## config.mk

```make
export PLATFORM = sky130hd
export DESIGN_NAME = scx_strap_regs
export DESIGN_NICKNAME = d
export VERILOG_FILES = /design/src/logic/scx_pkg.sv /design/src/logic/scx_event_window.sv /design/src/logic/scx_ext_regfile.sv /design/src/logic/scx_strap_regs.sv
export VERILOG_INCLUDE_DIRS = /design/src /design/src/logic
export SDC_FILE = /design/constraint.sdc
export NUM_CORES = 1
export LEC_CHECK = 0
export BUFFER_PORTS_ARGS = -buffer_cell sky130_fd_sc_hd__buf_2
export CAP_MARGIN = 15
export CORE_MARGIN = 2
export CORE_UTILIZATION = 40
export DETAILED_ROUTE_END_ITERATION = 12
export PLACE_DENSITY = 0.61
export SLEW_MARGIN = 40
export SYNTH_ARGS = -nofsm -noshare
export SYNTH_HDL_FRONTEND = slang
export SYNTH_SLANG_ARGS = --single-unit
```

## constraint.sdc

```tcl
create_clock -name clk_in -period 3.8 [get_ports clk_in]
set_clock_uncertainty 0.1 [all_clocks]
set_input_delay 0.38 -clock clk_in [delete_from_list [all_inputs] [get_ports clk_in]]
set_output_delay 0.38 -clock clk_in [all_outputs]
set_load 0.005 [all_outputs]
```

## src/logic/scx_defines.svh

```systemverilog
// Offsets, field positions, reset values and timing counts for strap logic
`ifndef SCX_DEFINES_SVH
`define SCX_DEFINES_SVH

// ****************************************************************
// Register offsets on the management register port
// ****************************************************************
`define SCX_ADDR_W             5
`define SCX_DATA_W             16
`define SCX_OFS_STRAP_ONE      5'h09
`define SCX_OFS_STRAP_THREE    5'h0B
`define SCX_OFS_ACCESS_CTRL    5'h0D
`define SCX_OFS_ADDR_DATA      5'h0E

// ****************************************************************
// Field positions
// ****************************************************************
`define SCX_CFG_DONE_BIT       15
`define SCX_POL_SWAP_BIT       6
`define SCX_PAIR_SWAP_BIT      5
`define SCX_BYPASS_BIT         4
`define SCX_FLD_SPARE_RX_BIT_OUTPUT_BIT      3
`define SCX_FLD_MLT3_BIT       2
`define SCX_FLD_SNR_BIT        1
`define SCX_FLD_ENERGY_BIT     0
`define SCX_STRAP_THREE_MSB    6
`define SCX_FN_MSB             15
`define SCX_FN_LSB             14
`define SCX_TARGET_DEVICE_ADDRESS_MSB          4
`define SCX_VENDOR_TARGET_DEVICE_ADDRESS       5'h1F

// ****************************************************************
// Reset values
// ****************************************************************
`define SCX_STRAP_THREE_RST    7'h00
`define SCX_TARGET_DEVICE_ADDRESS_RST          5'h00
`define SCX_POINTER_RST        16'h0000

// ****************************************************************
// Extended register window
// ****************************************************************
`define SCX_EXT_BASE           16'h0020
`define SCX_EXT_DEPTH          32
`define SCX_EXT_IDX_W          5

// ****************************************************************
// Fast link-down timing and thresholds
// ****************************************************************
`define SCX_CLK_PERIOD_NS      50
`define SCX_WINDOW_NS          10000
`define SCX_WINDOW_CYCLES      (`SCX_WINDOW_NS / `SCX_CLK_PERIOD_NS)
`define SCX_WIN_CNT_W          8
`define SCX_EVT_CNT_W          6
`define SCX_SPARE_RX_BIT_OUTPUT_LIMIT        6'h20
`define SCX_MLT3_LIMIT         6'h14
`define SCX_SNR_LIMIT          6'h14

`endif

```

## src/logic/scx_pkg.sv

```systemverilog
// Types shared by the strap and indirect access logic
package scx_pkg;

  // ****************************************************************
  // Function field of the access-control register
  // ****************************************************************
  typedef enum logic [1:0] {
    SCX_FN_ADDRESS,
    SCX_FN_DATA_HOLD,
    SCX_FN_DATA_INC_RW,
    SCX_FN_DATA_INC_WR
  } scx_fn_t;

endpackage

```

## src/logic/scx_event_window.sv

```systemverilog
// Counts events inside one measuring interval and flags a threshold hit
`timescale 1ns/10ps
`include "scx_defines.svh"

module scx_event_window #(
  parameter logic [`SCX_EVT_CNT_W-1:0] LIMIT = `SCX_SPARE_RX_BIT_OUTPUT_LIMIT
) (
  input  wire logic clk_in,
  input  wire logic rst_n_in,
  input  wire logic enable_in,
  input  wire logic tick_in,
  input  wire logic event_in,
  output logic      hit_out
);

  logic [`SCX_EVT_CNT_W-1:0] count;
  logic [`SCX_EVT_CNT_W-1:0] next_count;
  wire                       reach;

  // Limit reached by the event arriving this cycle; an event on the
  // tick belongs to the new interval and never completes the old one
  assign reach = enable_in && event_in && !tick_in
                 && (count == LIMIT - `SCX_EVT_CNT_W'(1));

  // ****************************************************************
  // Event counter, restarted by each interval tick
  // ****************************************************************
  always_comb
  begin
    if (!enable_in || reach)
      next_count = '0;
    else if (tick_in)
      next_count = event_in ? `SCX_EVT_CNT_W'(1) : '0;
    else if (event_in)
      next_count = count + `SCX_EVT_CNT_W'(1);
    else
      next_count = count;
  end

  always_ff @(posedge clk_in or negedge rst_n_in)
  begin
    if (!rst_n_in)
    begin
      count   <= '0;
      hit_out <= 1'b0;
    end
    else
    begin
      count   <= next_count;
      hit_out <= reach;
    end
  end

endmodule

```

## src/logic/scx_ext_regfile.sv

```systemverilog
// Storage for the extended register set behind the indirect access path
`timescale 1ns/10ps
`include "scx_defines.svh"

module scx_ext_regfile (
  input  wire logic                     clk_in,
  input  wire logic                     rst_n_in,
  input  wire logic [`SCX_DATA_W-1:0]   pointer_in,
  input  wire logic                     write_in,
  input  wire logic [`SCX_DATA_W-1:0]   wdata_in,
  output logic      [`SCX_DATA_W-1:0]   rdata_out
);

  logic [`SCX_DATA_W-1:0] mem [`SCX_EXT_DEPTH];
  wire                    in_window;
  wire [`SCX_DATA_W-1:0]  offset;
  wire [`SCX_EXT_IDX_W-1:0] index;

  // Only pointers inside the implemented window reach storage
  assign offset    = pointer_in - `SCX_EXT_BASE;
  assign in_window = (pointer_in >= `SCX_EXT_BASE)
                     && (offset < `SCX_DATA_W'(`SCX_EXT_DEPTH));
  assign index     = offset[`SCX_EXT_IDX_W-1:0];
  assign rdata_out = in_window ? mem[index] : '0;

  always_ff @(posedge clk_in or negedge rst_n_in)
  begin
    if (!rst_n_in)
    begin
      for (int i = 0; i < `SCX_EXT_DEPTH; i++)
        mem[i] <= '0;
    end
    else if (write_in && in_window)
      mem[index] <= wdata_in;
  end

endmodule

```

## src/logic/scx_strap_regs.sv

```systemverilog
// Software strap register three, strap latch, fast link-down, indirect path
`timescale 1ns/10ps
`include "scx_defines.svh"

module scx_strap_regs (
  input  wire logic                    clk_in,
  input  wire logic                    rst_n_in,
  input  wire logic [`SCX_ADDR_W-1:0]  reg_addr_in,
  input  wire logic [`SCX_DATA_W-1:0]  reg_wdata_in,
  input  wire logic                    reg_write_in,
  input  wire logic                    reg_read_in,
  input  wire logic                    spare_tx_pin_in,
  input  wire logic                    rx_symbol_bit4_in,
  input  wire logic                    rx_error_in,
  input  wire logic                    rx_error_event_in,
  input  wire logic                    mlt3_violation_in,
  input  wire logic                    low_snr_in,
  input  wire logic                    energy_loss_in,
  output logic      [`SCX_DATA_W-1:0]  reg_rdata_out,
  output logic                         reg_rdata_valid_out,
  output logic                         config_done_out,
  output logic                         internal_reset_out,
  output logic                         polarity_swap_out,
  output logic                         pair_swap_out,
  output logic                         port_mirror_out,
  output logic                         bypass_4b5b_out,
  output logic                         tx_symbol_bit4_out,
  output logic                         spare_rx_bit_output_out,
  output logic                         link_drop_out
);

  // ****************************************************************
  // Helper functions
  // ****************************************************************
  // Any function code but address sends data accesses to storage
  function automatic logic is_data_fn(input scx_pkg::scx_fn_t fn);
    is_data_fn = (fn != scx_pkg::SCX_FN_ADDRESS);
  endfunction

  function automatic logic post_inc(input scx_pkg::scx_fn_t fn,
                                    input logic            is_write);
    case (fn)
      scx_pkg::SCX_FN_DATA_INC_RW: post_inc = 1'b1;
      scx_pkg::SCX_FN_DATA_INC_WR: post_inc = is_write;
      default:                     post_inc = 1'b0;
    endcase
  endfunction

  // ****************************************************************
  // Registers
  // ****************************************************************
  logic [`SCX_STRAP_THREE_MSB:0] strap_config_three;
  scx_pkg::scx_fn_t              access_fn;
  logic [`SCX_TARGET_DEVICE_ADDRESS_MSB:0]       target_device_address;
  logic [`SCX_DATA_W-1:0]        ext_pointer;
  logic [`SCX_WIN_CNT_W-1:0]     window_count;
  logic                          window_tick;
  logic                          spare_tx_meta;
  logic                          spare_tx_sync;
  logic [`SCX_DATA_W-1:0]        ext_rdata;
  logic                          hit_spare_rx_bit_output;
  logic                          hit_mlt3;
  logic                          hit_snr;

  // ****************************************************************
  // Address decode
  // ****************************************************************
  // One select per implemented offset; all others read zero
  wire sel_one    = (reg_addr_in == `SCX_OFS_STRAP_ONE);
  wire sel_three  = (reg_addr_in == `SCX_OFS_STRAP_THREE);
  wire sel_ctrl   = (reg_addr_in == `SCX_OFS_ACCESS_CTRL);
  wire sel_data   = (reg_addr_in == `SCX_OFS_ADDR_DATA);

  wire wr_one     = reg_write_in && sel_one;
  wire wr_three   = reg_write_in && sel_three;
  wire wr_ctrl    = reg_write_in && sel_ctrl;

  // Indirect data path only answers the vendor device address
  wire target_device_address_ok   = (target_device_address == `SCX_VENDOR_TARGET_DEVICE_ADDRESS);
  wire data_wr    = reg_write_in && sel_data && target_device_address_ok;
  wire data_rd    = reg_read_in && sel_data && target_device_address_ok;
  wire data_mode  = is_data_fn(access_fn);

  // Config done seen on a strap register one write
  wire cfg_done_wr = wr_one && reg_wdata_in[`SCX_CFG_DONE_BIT];

  // Pointer load or post-increment
  wire ptr_load   = data_wr && !data_mode;
  wire ptr_inc    = (data_wr || data_rd) && data_mode
                    && post_inc(access_fn, data_wr);
  wire ext_write  = data_wr && data_mode;

  // ****************************************************************
  // Read data selection
  // ****************************************************************
  wire [`SCX_DATA_W-1:0] rd_one =
    {config_done_out, {(`SCX_DATA_W-1){1'b0}}};
  wire [`SCX_DATA_W-1:0] rd_three =
    {{(`SCX_DATA_W-`SCX_STRAP_THREE_MSB-1){1'b0}},
     strap_config_three};
  wire [`SCX_DATA_W-1:0] rd_ctrl =
    {access_fn,
     {(`SCX_FN_LSB-`SCX_TARGET_DEVICE_ADDRESS_MSB-1){1'b0}},
     target_device_address};
  // Address mode reads back the pointer, data modes read storage
  wire [`SCX_DATA_W-1:0] rd_data =
    !target_device_address_ok ? '0 :
    data_mode ? ext_rdata : ext_pointer;
  wire [`SCX_DATA_W-1:0] next_rdata =
    sel_one   ? rd_one   :
    sel_three ? rd_three :
    sel_ctrl  ? rd_ctrl  :
    sel_data  ? rd_data  : '0;

  // ****************************************************************
  // Extended register storage
  // ****************************************************************
  scx_ext_regfile u_ext_regfile (
    .clk_in     (clk_in),
    .rst_n_in   (rst_n_in),
    .pointer_in (ext_pointer),
    .write_in   (ext_write),
    .wdata_in   (reg_wdata_in),
    .rdata_out  (ext_rdata)
  );

  // ****************************************************************
  // Management register writes and read answer
  // ****************************************************************
  always_ff @(posedge clk_in or negedge rst_n_in)
  begin
    if (!rst_n_in)
    begin
      strap_config_three    <= `SCX_STRAP_THREE_RST;
      access_fn             <= scx_pkg::SCX_FN_ADDRESS;
      target_device_address <= `SCX_TARGET_DEVICE_ADDRESS_RST;
      ext_pointer           <= `SCX_POINTER_RST;
      reg_rdata_out         <= '0;
      reg_rdata_valid_out   <= 1'b0;
    end
    else
    begin
      if (wr_three)
        strap_config_three <= reg_wdata_in[`SCX_STRAP_THREE_MSB:0];
      if (wr_ctrl)
      begin
        access_fn <= scx_pkg::scx_fn_t'(
                       reg_wdata_in[`SCX_FN_MSB:`SCX_FN_LSB]);
        target_device_address <= reg_wdata_in[`SCX_TARGET_DEVICE_ADDRESS_MSB:0];
      end
      if (ptr_load)
        ext_pointer <= reg_wdata_in;
      else if (ptr_inc)
        ext_pointer <= ext_pointer + `SCX_DATA_W'(1);
      // Read data is captured only on a read and stands until the next
      reg_rdata_valid_out <= reg_read_in;
      if (reg_read_in)
        reg_rdata_out <= next_rdata;
    end
  end

  // ****************************************************************
  // Strap latch on configuration complete
  // ****************************************************************
  always_ff @(posedge clk_in or negedge rst_n_in)
  begin
    if (!rst_n_in)
    begin
      config_done_out    <= 1'b0;
      internal_reset_out <= 1'b0;
      polarity_swap_out  <= 1'b0;
      pair_swap_out      <= 1'b0;
      port_mirror_out    <= 1'b0;
      bypass_4b5b_out    <= 1'b0;
    end
    else
    begin
      internal_reset_out <= cfg_done_wr;
      // Takes the straps stored before this write; a same-cycle strap
      // write is picked up only by the next config-done write
      if (cfg_done_wr)
      begin
        config_done_out   <= 1'b1;
        polarity_swap_out <= strap_config_three[`SCX_POL_SWAP_BIT];
        pair_swap_out     <= strap_config_three[`SCX_PAIR_SWAP_BIT];
        port_mirror_out   <= strap_config_three[`SCX_POL_SWAP_BIT]
                             && strap_config_three[`SCX_PAIR_SWAP_BIT];
        bypass_4b5b_out   <= strap_config_three[`SCX_BYPASS_BIT];
      end
    end
  end

  // ****************************************************************
  // Fifth symbol bit on the spare pins
  // ****************************************************************
  always_ff @(posedge clk_in or negedge rst_n_in)
  begin
    if (!rst_n_in)
    begin
      spare_tx_meta           <= 1'b0;
      spare_tx_sync           <= 1'b0;
      tx_symbol_bit4_out      <= 1'b0;
      spare_rx_bit_output_out <= 1'b0;
    end
    else
    begin
      // Pin is asynchronous: only the second flop feeds logic
      spare_tx_meta           <= spare_tx_pin_in;
      spare_tx_sync           <= spare_tx_meta;
      tx_symbol_bit4_out      <= bypass_4b5b_out && spare_tx_sync;
      spare_rx_bit_output_out <= bypass_4b5b_out ? rx_symbol_bit4_in
                                                 : rx_error_in;
    end
  end

  // ****************************************************************
  // Fast link-down measuring interval
  // ****************************************************************
  // Tick marks the first cycle of each fixed measuring interval
  wire window_last =
    (window_count == `SCX_WIN_CNT_W'(`SCX_WINDOW_CYCLES - 1));

  always_ff @(posedge clk_in or negedge rst_n_in)
  begin
    if (!rst_n_in)
    begin
      window_count <= '0;
      window_tick  <= 1'b0;
    end
    else
    begin
      window_count <= window_last ? '0 : window_count + `SCX_WIN_CNT_W'(1);
      window_tick  <= window_last;
    end
  end

  scx_event_window #(.LIMIT(`SCX_SPARE_RX_BIT_OUTPUT_LIMIT)) u_win_spare_rx_bit_output (
    .clk_in    (clk_in),
    .rst_n_in  (rst_n_in),
    .enable_in (strap_config_three[`SCX_FLD_SPARE_RX_BIT_OUTPUT_BIT]),
    .tick_in   (window_tick),
    .event_in  (rx_error_event_in),
    .hit_out   (hit_spare_rx_bit_output)
  );

  scx_event_window #(.LIMIT(`SCX_MLT3_LIMIT)) u_win_mlt3 (
    .clk_in    (clk_in),
    .rst_n_in  (rst_n_in),
    .enable_in (strap_config_three[`SCX_FLD_MLT3_BIT]),
    .tick_in   (window_tick),
    .event_in  (mlt3_violation_in),
    .hit_out   (hit_mlt3)
  );

  scx_event_window #(.LIMIT(`SCX_SNR_LIMIT)) u_win_snr (
    .clk_in    (clk_in),
    .rst_n_in  (rst_n_in),
    .enable_in (strap_config_three[`SCX_FLD_SNR_BIT]),
    .tick_in   (window_tick),
    .event_in  (low_snr_in),
    .hit_out   (hit_snr)
  );

  // ****************************************************************
  // Link drop decision
  // ****************************************************************
  // Energy loss acts at once; it does not wait for an interval
  wire energy_drop    = strap_config_three[`SCX_FLD_ENERGY_BIT]
                        && energy_loss_in;
  wire count_drop     = hit_spare_rx_bit_output || hit_mlt3 || hit_snr;
  // Any enabled criterion drops the link
  wire next_link_drop = count_drop || energy_drop;

  always_ff @(posedge clk_in or negedge rst_n_in)
  begin
    if (!rst_n_in)
      link_drop_out <= 1'b0;
    else
      link_drop_out <= next_link_drop;
  end

endmodule

```

Yosys cells after proc, flatten, opt, wreduce, memory -nomap -nowiden
Index checks and enable logic that the tools add are counted.
{ "word_totals": {"ff_bits": 600, "output_inout_bits": 26} }
{ "op_classes": {"addsub": 6, "n_lt_le_gt_ge": 4, "eq_ne": 11, "mux": 30, "bitwise": 1, "reduce_logical": 44} }
{ "op_table": {"columns": ["op", "n"], "rows": [
  ["512-bit bitwise mux", 1],
  ["16-bit two-way mux", 12],
  ["16-bit binary-select mux with 5-bit select", 1],
  ["16-bit demux with 5-bit select", 1],
  ["6-bit two-way mux", 9],
  ["1-bit logical AND", 27],
  ["5-bit by 4-bit == test with 1-bit output, second input constant", 4],
  ["6-bit by 1-bit adder with 6-bit output, second input constant", 3],
  ["6-bit by 5-bit == test with 1-bit output, second input constant", 3],
  ["16-bit by 1-bit adder with 16-bit output, second input constant", 1],
  ["16-bit by 6-bit >= comparator with 1-bit output, second input constant", 1],
  ["16-bit by 6-bit less-than comparator with 1-bit output, second input constant", 1],
  ["16-bit by 6-bit subtractor with 16-bit output, second input constant", 1],
  ["3-bit nonzero test", 3],
  ["8-bit by 1-bit adder with 8-bit output, second input constant", 1],
  ["8-bit == test, second input constant", 1],
  ["8-bit two-way mux", 1],
  ["1-bit logical OR", 7],
  ["6-bit >= comparator, second input constant", 1],
  ["6-bit by 1-bit less-than comparator with 1-bit output, second input constant", 1],
  ["5-bit inverter with 6-bit output", 1],
  ["5-bit == test, second input constant", 1],
  ["1-bit zero test", 5],
  ["2-bit == test, second input constant", 2],
  ["3 further kinds", 7]
]} }

Depth between registers and ports, before layout
Gate-level depths: netlist of the first run.
{ "depth": {"depth_word": 12, "depth_mapped": 11} }

Modules after synthesis
From an unflattened synthesis of the first run, not the netlist that was laid out.
{ "unflattened": {"hier_cells": 1893, "area_unflattened_um2": 28348.4} }
{ "by_module_without_submodules": {"columns": ["module", "n_inst", "cells_each", "area_each_um2", "seq_area_each_um2"], "rows": [
  ["scx_ext_regfile", 1, 1472, 23826.6, 12812.3],
  ["scx_strap_regs", 1, 315, 3423.3, 1676.6],
  ["scx_event_window (u_win_mlt3 ...)", 2, 35, 362.8, 175.2],
  ["scx_event_window (u_win_spare_rx_bit_output)", 1, 36, 372.9, 175.2]
]} }

Least setup slack after synthesis of the first run
OpenSTA, ideal clock, no wires.
{ "synth_path": {"path_kind": "reg-to-reg", "from": "register ext_pointer[11]", "to": "register u_ext_regfile.mem[213] in the netlist's numbering", "setup_ns": 0.125, "arrival_ns": 3.013, "required_time_ns": 3.575, "path_slack_ns": 0.562, "path_stages_with_launch": 11, "n_path_buf": 4, "period_less_slack_ns": 3.238, "cell_sequence": "dfrtp_1 > buf_6 > or4_4 > nor3_1 > xor2_1 > or4b_1 > buf_6 > buf_12 > nor3_4 > buf_8 > mux2_4"} }
{ "synth_between": {"elab_chain_cells": 4} }
{ "synth_rtl": {"columns": ["item", "line", "text"], "rows": [
  ["start: declaration", "scx_strap_regs.sv:55", "logic [`SCX_DATA_W-1:0] ext_pointer;"],
  ["start signal: assignment", "scx_strap_regs.sv:137", "ext_pointer <= `SCX_POINTER_RST;"],
  ["start signal: assignment", "scx_strap_regs.sv:152", "ext_pointer <= reg_wdata_in;"],
  ["start signal: assignment", "scx_strap_regs.sv:154", "ext_pointer <= ext_pointer + `SCX_DATA_W'(1);"],
  ["16-bit by 6-bit subtractor with 16-bit output (no line)", null, null],
  ["16-bit by 6-bit less-than comparator with 1-bit output", "scx_ext_regfile.sv:22", "&& (offset < `SCX_DATA_W'(`SCX_EXT_DEPTH));"],
  ["1-bit logical AND (*)", "scx_ext_regfile.sv:21", "assign in_window = (pointer_in >= `SCX_EXT_BASE)"],
  ["1-bit logical AND (*)", "scx_ext_regfile.sv:33", "else if (write_in && in_window)"],
  ["end signal: indexed assignment", "scx_ext_regfile.sv:34", "mem[index] <= wdata_in;"],
  ["end: declaration", "scx_ext_regfile.sv:14", "logic [`SCX_DATA_W-1:0] mem [`SCX_EXT_DEPTH];"]
]} }
Every way passes the cells marked *; elsewhere a longest branch is shown, timed or not.
A chain may end at the register's enable or synchronous reset.

Final worst setup path of the first run
{ "layout_path": {"from": "register ext_pointer[8]", "to": "register u_ext_regfile.mem[49] in the netlist's numbering"} }
The elaborated chain is that of the path after synthesis.

==> impl_metrics.env, run 1 <==
export IMPL_fin_nets=2011
export IMPL_synthAdderAreaFrac_pct=0.436
export IMPL_core_um2=71200
export IMPL_syn_to_final_growth_pct=12.8
export IMPL_drt_iter0_markers=1297
export IMPL_cts_made_buffers=61
export IMPL_row_count=98
export IMPL_start_kind="flop"
export IMPL_period_needed_ns=3.51
export IMPL_yosysSeqAreaShare_pct=52.3
export IMPL_cts_buffer_depth=3
export IMPL_hold_start="reg_wdata_in[15]"
export IMPL_antenna_found_initial=3
export IMPL_grt_max_degree=142
export IMPL_dpl_hpwl_um=47600
export IMPL_hold_slack_ns=0.178
export IMPL_synth_compound_area_share_pct=3.90
export IMPL_overflow=0
export IMPL_slew_viol_final=0
export IMPL_nFillCells=6206
export IMPL_dp_cells=2845
export IMPL_postCtsSetupBuffers=0
export IMPL_fin_crit_sh_pct=92.5
export IMPL_synth_top_family_by_area="multiplexers"
export IMPL_clock_sinks=600
export IMPL_avgSynthCellArea_um2=15.1
export IMPL_cpLargestDelayFamily="simple AND/OR/NAND/NOR gates"
export IMPL_vias_per_cell=5.67
export IMPL_async_reset_ff_share_pct=100
export IMPL_crit_fanout=19
export IMPL_portBuffers=57
export IMPL_drive_above_1_share_pct=47.0
export IMPL_min_path_type="input port to flop"
export IMPL_grt_pass1_wl_um=114000
export IMPL_clk_latency_ns=0.63
export IMPL_die_w_um=272
export IMPL_synth_cells=1901
export IMPL_setup_viol=0
export IMPL_path_class="flop to flop"
export IMPL_grt_pass1_vias=17800
export IMPL_synth_seq_cells=600
export IMPL_p_leak_uw=0.0157
export IMPL_synth_area_um2=28700
export IMPL_hold_viol_final=0
export IMPL_dr_pass1_iters=6
export IMPL_wirelength_um=73800
export IMPL_drc=0
export IMPL_fmax_mhz=285
export IMPL_routabilityCongestion=0.851
export IMPL_ir_drop_v=0.000348
export IMPL_holdBufCountCts=9
export IMPL_slowest_stage="or4b_4"
export IMPL_path_clk_slew_ns=0.06
export IMPL_slew_headroom_pct=42.5
export IMPL_cts_tree="built"
export IMPL_yosysUniqueCellTypes=64
export IMPL_crit_path_max_incr_delay_ns=0.82
export IMPL_crit_path_end_kind="flop"
export IMPL_rsz0062_at_grt="false"
export IMPL_synthFlopType="dfrtp_1"
export IMPL_rr_startpoint="ext_pointer[8]"
export IMPL_cts_root_buffer="clkbuf_16"
export IMPL_die_area_um2=73900
export IMPL_drtAntennaViolNets=0
export IMPL_num_antenna_cells=0
export IMPL_cap_violations=0
export IMPL_cts_resized=0
export IMPL_tightest_slew_ns=0.863
export IMPL_synth_xor_area_share_pct=0.793
export IMPL_status="finished clean"
export IMPL_crit_buf_inv=2
export IMPL_crit_start="ext_pointer[8]"
export IMPL_pin_count=58
export IMPL_synth_edf_count=0
export IMPL_die_h_um=272
export IMPL_num_vias=16800
export IMPL_syn_nets=1943
export IMPL_required_ns=4.20
export IMPL_synthMuxAreaShare_pct=33.6
export IMPL_cp_arrival_ns=3.92
export IMPL_grt_use_total_pct=20.2
export IMPL_start_util_pct=40.3
export IMPL_path_cells="or4_4 > nor3_1 > xor2_1 > or4b_4 > buf_12 > nor3_4 > buf_4 > mux2_2"
export IMPL_tns_ns=0
export IMPL_synthSimpleGateAreaFrac_pct=5.75
export IMPL_wire_per_inst_um=24.9
export IMPL_fin_cells=2965
export IMPL_fin_util_pct=45.4
export IMPL_htree_levels=2
export IMPL_ys_warn_count=0
export IMPL_power_density_nw_per_um2=397
-- report_power, final --
group,switching [µW],leakage [µW],total (µW),internal [µW]
Clock,2500,0.000973,5930,3430
Combinational,323,0.00637,437,114
Sequential,45.2,0.00832,6490,6440
-- kinds of logic (layout without fill, tap and decap cells) --
group / count (synthesis) / count (layout)
compound gates: 169 / 169
xor+xnor: 26 / 26
fa+ha+maj: 10 / 10
buf+inv: 168 / 282
flops: 600 / 600
mux: 682 / 682
simple gates: 246 / 246
-- cells in the final DEF, fill, tap and decap left out, types with 12 or more instances in the layout --
cell type,count
o22ai_1,52
buf_2,56
mux2_4,200
nor3_4,32
nand3_1,17
nor4_1,13
a21oi_1,19
nand4_1,12
buf_4,71
nor2_1,43
clkbuf_1,16
xor2_1,15
nand2_1,44
mux2_2,351
clkbuf_16,63
clkbuf_8,14
nor3_1,15
buf_12,19
mux4_2,109
inv_1,13
o21ai_0,34
mux2i_1,18
dfrtp_1,598
-- worst paths after layout --
path / to / slack, ns / cells after the start
max: u_ext_regfile.mem[49] / 0.29 / 8
min: internal_reset_out / 0.18 / 4
max reg2reg: u_ext_regfile.mem[49] / 0.29 / 8
min reg2reg: spare_tx_sync / 0.27 / 0
max in group asynchronous: u_ext_regfile.mem[170] / 2.19 / 4
min in group asynchronous: u_ext_regfile.mem[1] / 0.23 / 2
-- area by class of cell --
class	instances	area [µm²]	share of cell area, %
Inverter	14	52.6	0.162
Sequential cell	600	15000	46.4
Multi-Input combinational cell	1133	12800	39.5
Clock inverter	16	143	0.441
Tap cell	950	1190	3.67
Clock buffer	93	1830	5.65
Timing Repair Buffer	159	1370	4.22
-- metrics by stage --
step           instance area [µm²]  setup WS (ns)  power, µW
2_1_floorplan                28700          0.562       6750
3_3_place_gp                 30200          0.274       7020
3_5_place_dp                 30200          0.315       7030
4_1_cts                      32300          0.303      13000
5_1_grt                      32400          0.209      13300
6_report                     32400          0.285      12900
-- per-layer routing --
| metal | track usage, % | vias to the layer above | share of wire [%] | routed length, µm |
|---|---|---|---|---|
| met3 | 3.66 | 113 | 5.6 | 4150 |
| met5 | 0 | - | 0.018 | 13 |
| met2 | 31.4 | 459 | 47 | 34300 |
| met4 | 6.20 | 2 | 2.7 | 1960 |
| li1 | - | 7197 | - | - |
| met1 | 28.8 | 9048 | 45 | 33400 |
-- cell usage after synthesis (12+ instances only) --
cell type    n  area, µm²
clkbuf_1    90        338
a21oi_1     19       95.1
nor4_1      13       81.3
mux2_2     351       3950
buf_8       20        300
buf_2       13       65.1
mux4_2     109       2450
nor3_4      32        521
o22ai_1     52        325
mux2_4     200       3000
nor2_1      43        161
buf_1       23       86.3
xor2_1      15        131
nand4_1     12       75.1
nor3_1      15       75.1
inv_1       13       48.8
o21ai_0     34        170
nand2_1     45        169
nand3_1     17       85.1
dfrtp_1    600      15000
mux2i_1     18        180
-- flip-flops by register name (all words and copies together), names as in the netlist, 6 cells and up --
register	cells
u_ext_regfile.mem	512
ext_pointer	16
reg_rdata_out	16
window_count	8
strap_config_three	7
u_win_mlt3.count	6
u_win_snr.count	6
u_win_spare_rx_bit_output.count	6
-- worst reg2reg max path, stage by stage, from the launching register on --
cell	delay (ns)
dfrtp_1	0.45
or4_4	0.58
nor3_1	0.24
xor2_1	0.10
or4b_4	0.82
buf_12	0.28
nor3_4	0.19
buf_4	0.26
mux2_2	0.37
No activity file was read; power rests on OpenSTA's default activity.
==> run 2, diff against run 1 <==
--- a/config.mk
+++ b/config.mk
@@ -6,6 +6,7 @@
 export SDC_FILE = /design/constraint.sdc
 export NUM_CORES = 1
 export LEC_CHECK = 0
+export ABC_AREA = 1
 export BUFFER_PORTS_ARGS = -buffer_cell sky130_fd_sc_hd__buf_2
 export CAP_MARGIN = 15
 export CORE_MARGIN = 2
==> impl_metrics.env, run 2 <==
export IMPL_crit_path_max_incr_delay_ns=0.42
export IMPL_fin_crit_sh_pct=77.3
export IMPL_drive_above_1_share_pct=9.46
export IMPL_slew_viol_final=0
export IMPL_fin_nets=3437
export IMPL_portBuffers=57
export IMPL_intPower_uw=10500
export IMPL_reg2reg_to="u_ext_regfile.mem[243]"
export IMPL_pwr_share_seq_pct=47.2
export IMPL_p_comb_share_pct=3.8
export IMPL_syn_nets=3481
export IMPL_tightest_slew_ns=0.796
export IMPL_antenna_found_initial=1
export IMPL_min_path_type="input port to flop"
export IMPL_synth_cells=3439
export IMPL_async_reset_ff_share_pct=100
export IMPL_crit_path_end_kind="flop"
export IMPL_synthMuxAreaShare_pct=0.0397
export IMPL_cts_made_buffers=67
export IMPL_fin_util_pct=45.0
export IMPL_grt_pass1_wl_um=133000
export IMPL_yosysUniqueCellTypes=39
export IMPL_path_class="flop to flop"
export IMPL_htree_levels=3
export IMPL_avgSynthCellArea_um2=8.25
export IMPL_yosysSeqAreaShare_pct=52.9
export IMPL_start_kind="flop"
export IMPL_synthAdderAreaFrac_pct=0.441
export IMPL_hold_start="reg_addr_in[1]"
export IMPL_crit_buf_inv=1
export IMPL_path_cells="inv_2 > ha_1 > nand2_1 > o21ai_1 > nand4_1 > nor2_8 > nand2_8 > nor2_8 > nand2_4 > nand2_1 > o21ai_1"
export IMPL_yosys_top_cells_count="1352 x nand2_1, 600 x dfrtp_1, 466 x o21ai_1, 229 x nand3_1, 136 x clkbuf_1"
export IMPL_hold_end="internal_reset_out"
export IMPL_multi_input_area_um2=11500
export IMPL_synth_area_leader_cell="dfrtp_1"
export IMPL_routabilityCongestion=0.895
export IMPL_crit_fanout=32
export IMPL_grt_pass1_vias=22000
export IMPL_core_um2=70100
export IMPL_rsz0062_at_grt="false"
export IMPL_cts_resized=0
export IMPL_pin_count=58
export IMPL_ys_warn_count=0
export IMPL_slowest_stage="dfrtp_1"
export IMPL_die_w_um=270
export IMPL_r2r_slack_ns=0.86
export IMPL_cts_tree="built"
export IMPL_r2r_cells=11
export IMPL_required_ns=4.15
export IMPL_synth_seq_cells=600
export IMPL_p_leak_uw=0.0146
export IMPL_cts_buffer_depth=3
export IMPL_synth_top_area_share_pct=52.9
export IMPL_drtAntennaViolNets=0
export IMPL_drt_iter0_markers=2168
export IMPL_cpLargestDelayFamily="simple AND/OR/NAND/NOR gates"
export IMPL_status="finished clean"
export IMPL_grt_max_degree=90
export IMPL_synthFlopType="dfrtp_1"
export IMPL_rr_startpoint="ext_pointer[5]"
export IMPL_cp_num_cells=11
export IMPL_top_regs="u_ext_regfile.mem (512), ext_pointer (16), reg_rdata_out (16)"
export IMPL_row_count=97
export IMPL_hold_slack_ns=0.0464
export IMPL_die_h_um=270
export IMPL_syn_to_final_growth_pct=11.2
export IMPL_wire_per_inst_um=19.1
export IMPL_setup_viol=0
export IMPL_ir_drop_v=0.000294
export IMPL_dr_pass1_iters=5
export IMPL_synth_xor_area_share_pct=0.741
export IMPL_wirelength_um=83700
export IMPL_power_switching_uw=3140
export IMPL_final_cell_mix="1352 x nand2_1, 598 x dfrtp_1, 466 x o21ai_1"
export IMPL_fmax_mhz=341
export IMPL_fin_cells=4386
export IMPL_yosysMostFrequentCell="nand2_1"
export IMPL_num_antenna_cells=0
export IMPL_hold_viol_final=0
export IMPL_placed_cell_area_um2=29100
export IMPL_path_clk_slew_ns=0.06
export IMPL_period_needed_ns=2.94
export IMPL_final_common_cell="nand2_1"
export IMPL_drc=0
export IMPL_largest_register_ffs=512
export IMPL_hold_depth=4
export IMPL_synth_top_family_by_area="simple AND/OR/NAND/NOR gates"
export IMPL_start_util_pct=40.5
export IMPL_seqCellArea_um2=15000
export IMPL_clk_latency_ns=0.61
export IMPL_grt_use_total_pct=23.2
export IMPL_synth_edf_count=0
export IMPL_vias_per_cell=5.27
export IMPL_synthSimpleGateAreaFrac_pct=26.3
export IMPL_synth_area_leaders="dfrtp_1 53%, nand2_1 18%, o21ai_1 8.2%"
export IMPL_dpl_hpwl_um=52000
export IMPL_p_clk_share_pct=49.0
export IMPL_die_area_um2=73100
export IMPL_cap_violations=0
export IMPL_switching_share_pct=23.0
export IMPL_dp_cells=4251
export IMPL_cp_arrival_ns=3.29
export IMPL_regMostFlops="u_ext_regfile.mem"
export IMPL_final_cell_area_um2=31600
export IMPL_synth_area_um2=28400
export IMPL_clock_sinks=600
export IMPL_slew_headroom_pct=46.6
export IMPL_nFillCells=7060
export IMPL_cts_root_buffer="clkbuf_16"
export IMPL_num_vias=23100
export IMPL_power_density_nw_per_um2=434
export IMPL_overflow=0
export IMPL_synth_compound_area_share_pct=13.1
export IMPL_tns_ns=0
-- run 2: cell types whose count changed after synthesis, sizes merged, moves of 28 or more --
cell,before,now
a21oi,19,60
buf,64,121
clkbuf,90,136
inv,13,84
mux2,555,1
mux4,109,0
nand2,45,1384
nand3,17,229
nor2,43,123
nor3,47,19
o21ai,34,563
o22ai,52,1
-- run 2: cell families (layout without fill, tap and decap cells) --
logic type | after synthesis | after routing
simple gates | 1785 | 1785
mux | 1 | 1
flops | 600 | 600
fa+ha+maj | 10 | 10
compound gates | 678 | 678
buf+inv | 341 | 348
xor+xnor | 24 | 24
-- run 2: final cells by class --
cell class | count | share of cell area (%)
Clock buffer | 106 | 6.52
Clock inverter | 14 | 0.662
Multi-Input combinational cell | 2498 | 36.6
Tap cell | 940 | 3.73
Sequential cell | 600 | 47.6
Timing Repair Buffer | 144 | 3.89
Inverter | 84 | 1.03
-- run 2: through the flow --
| step | total power, µW | setup WS (ns) |
|---|---|---|
| floorplan | 6770 | 1.46 |
| global placement | 7090 | 0.922 |
| detailed placement | 7090 | 0.885 |
| CTS | 13800 | 0.872 |
| global route | 14100 | 0.656 |
| finish | 13700 | 0.864 |
-- run 2: layer usage --
metal	GRT usage, %	part of all wire (%)	up-vias
met5	0	0.019	-
met4	9.52	4.0	2
met3	3.97	6.2	175
met2	34.7	44	670
met1	33.2	46	11100
li1	-	-	11100
-- run 2: how the worst max path moves through the flow --
stage / from / to / slack (ns)
floorplan: ext_pointer[1] / u_ext_regfile.mem[188] / 1.46
global placement: ext_pointer[6] / u_ext_regfile.mem[152] / 0.92
detailed placement: ext_pointer[5] / u_ext_regfile.mem[217] / 0.89
CTS: ext_pointer[5] / u_ext_regfile.mem[483] / 0.87
global route: ext_pointer[5] / u_ext_regfile.mem[275] / 0.66
finish: ext_pointer[5] / u_ext_regfile.mem[243] / 0.86
-- run 2: tightest hold or removal path, delay by kind of cell --
kind	cells	cell delay, ns
buffers and inverters	2	0.19
and+or+nand+nor	2	0.14
-- run 2: what timing repair did --
| item | in CTS | in global routing |
|---|---|---|
| hold buffers | 14 | 0 |
| hold endpoints to repair | 92 | 0 |
| setup buffers | 0 | 0 |
-- run 2: power by group through the flow --
stage / combinational [µW] / clock, µW / sequential [µW]
floorplan: 197 / 0 / 6570
finish: 517 / 6700 / 6470
global placement: 512 / 0 / 6580
detailed placement: 511 / 0 / 6580
global route: 581 / 7070 / 6470
CTS: 524 / 6810 / 6470
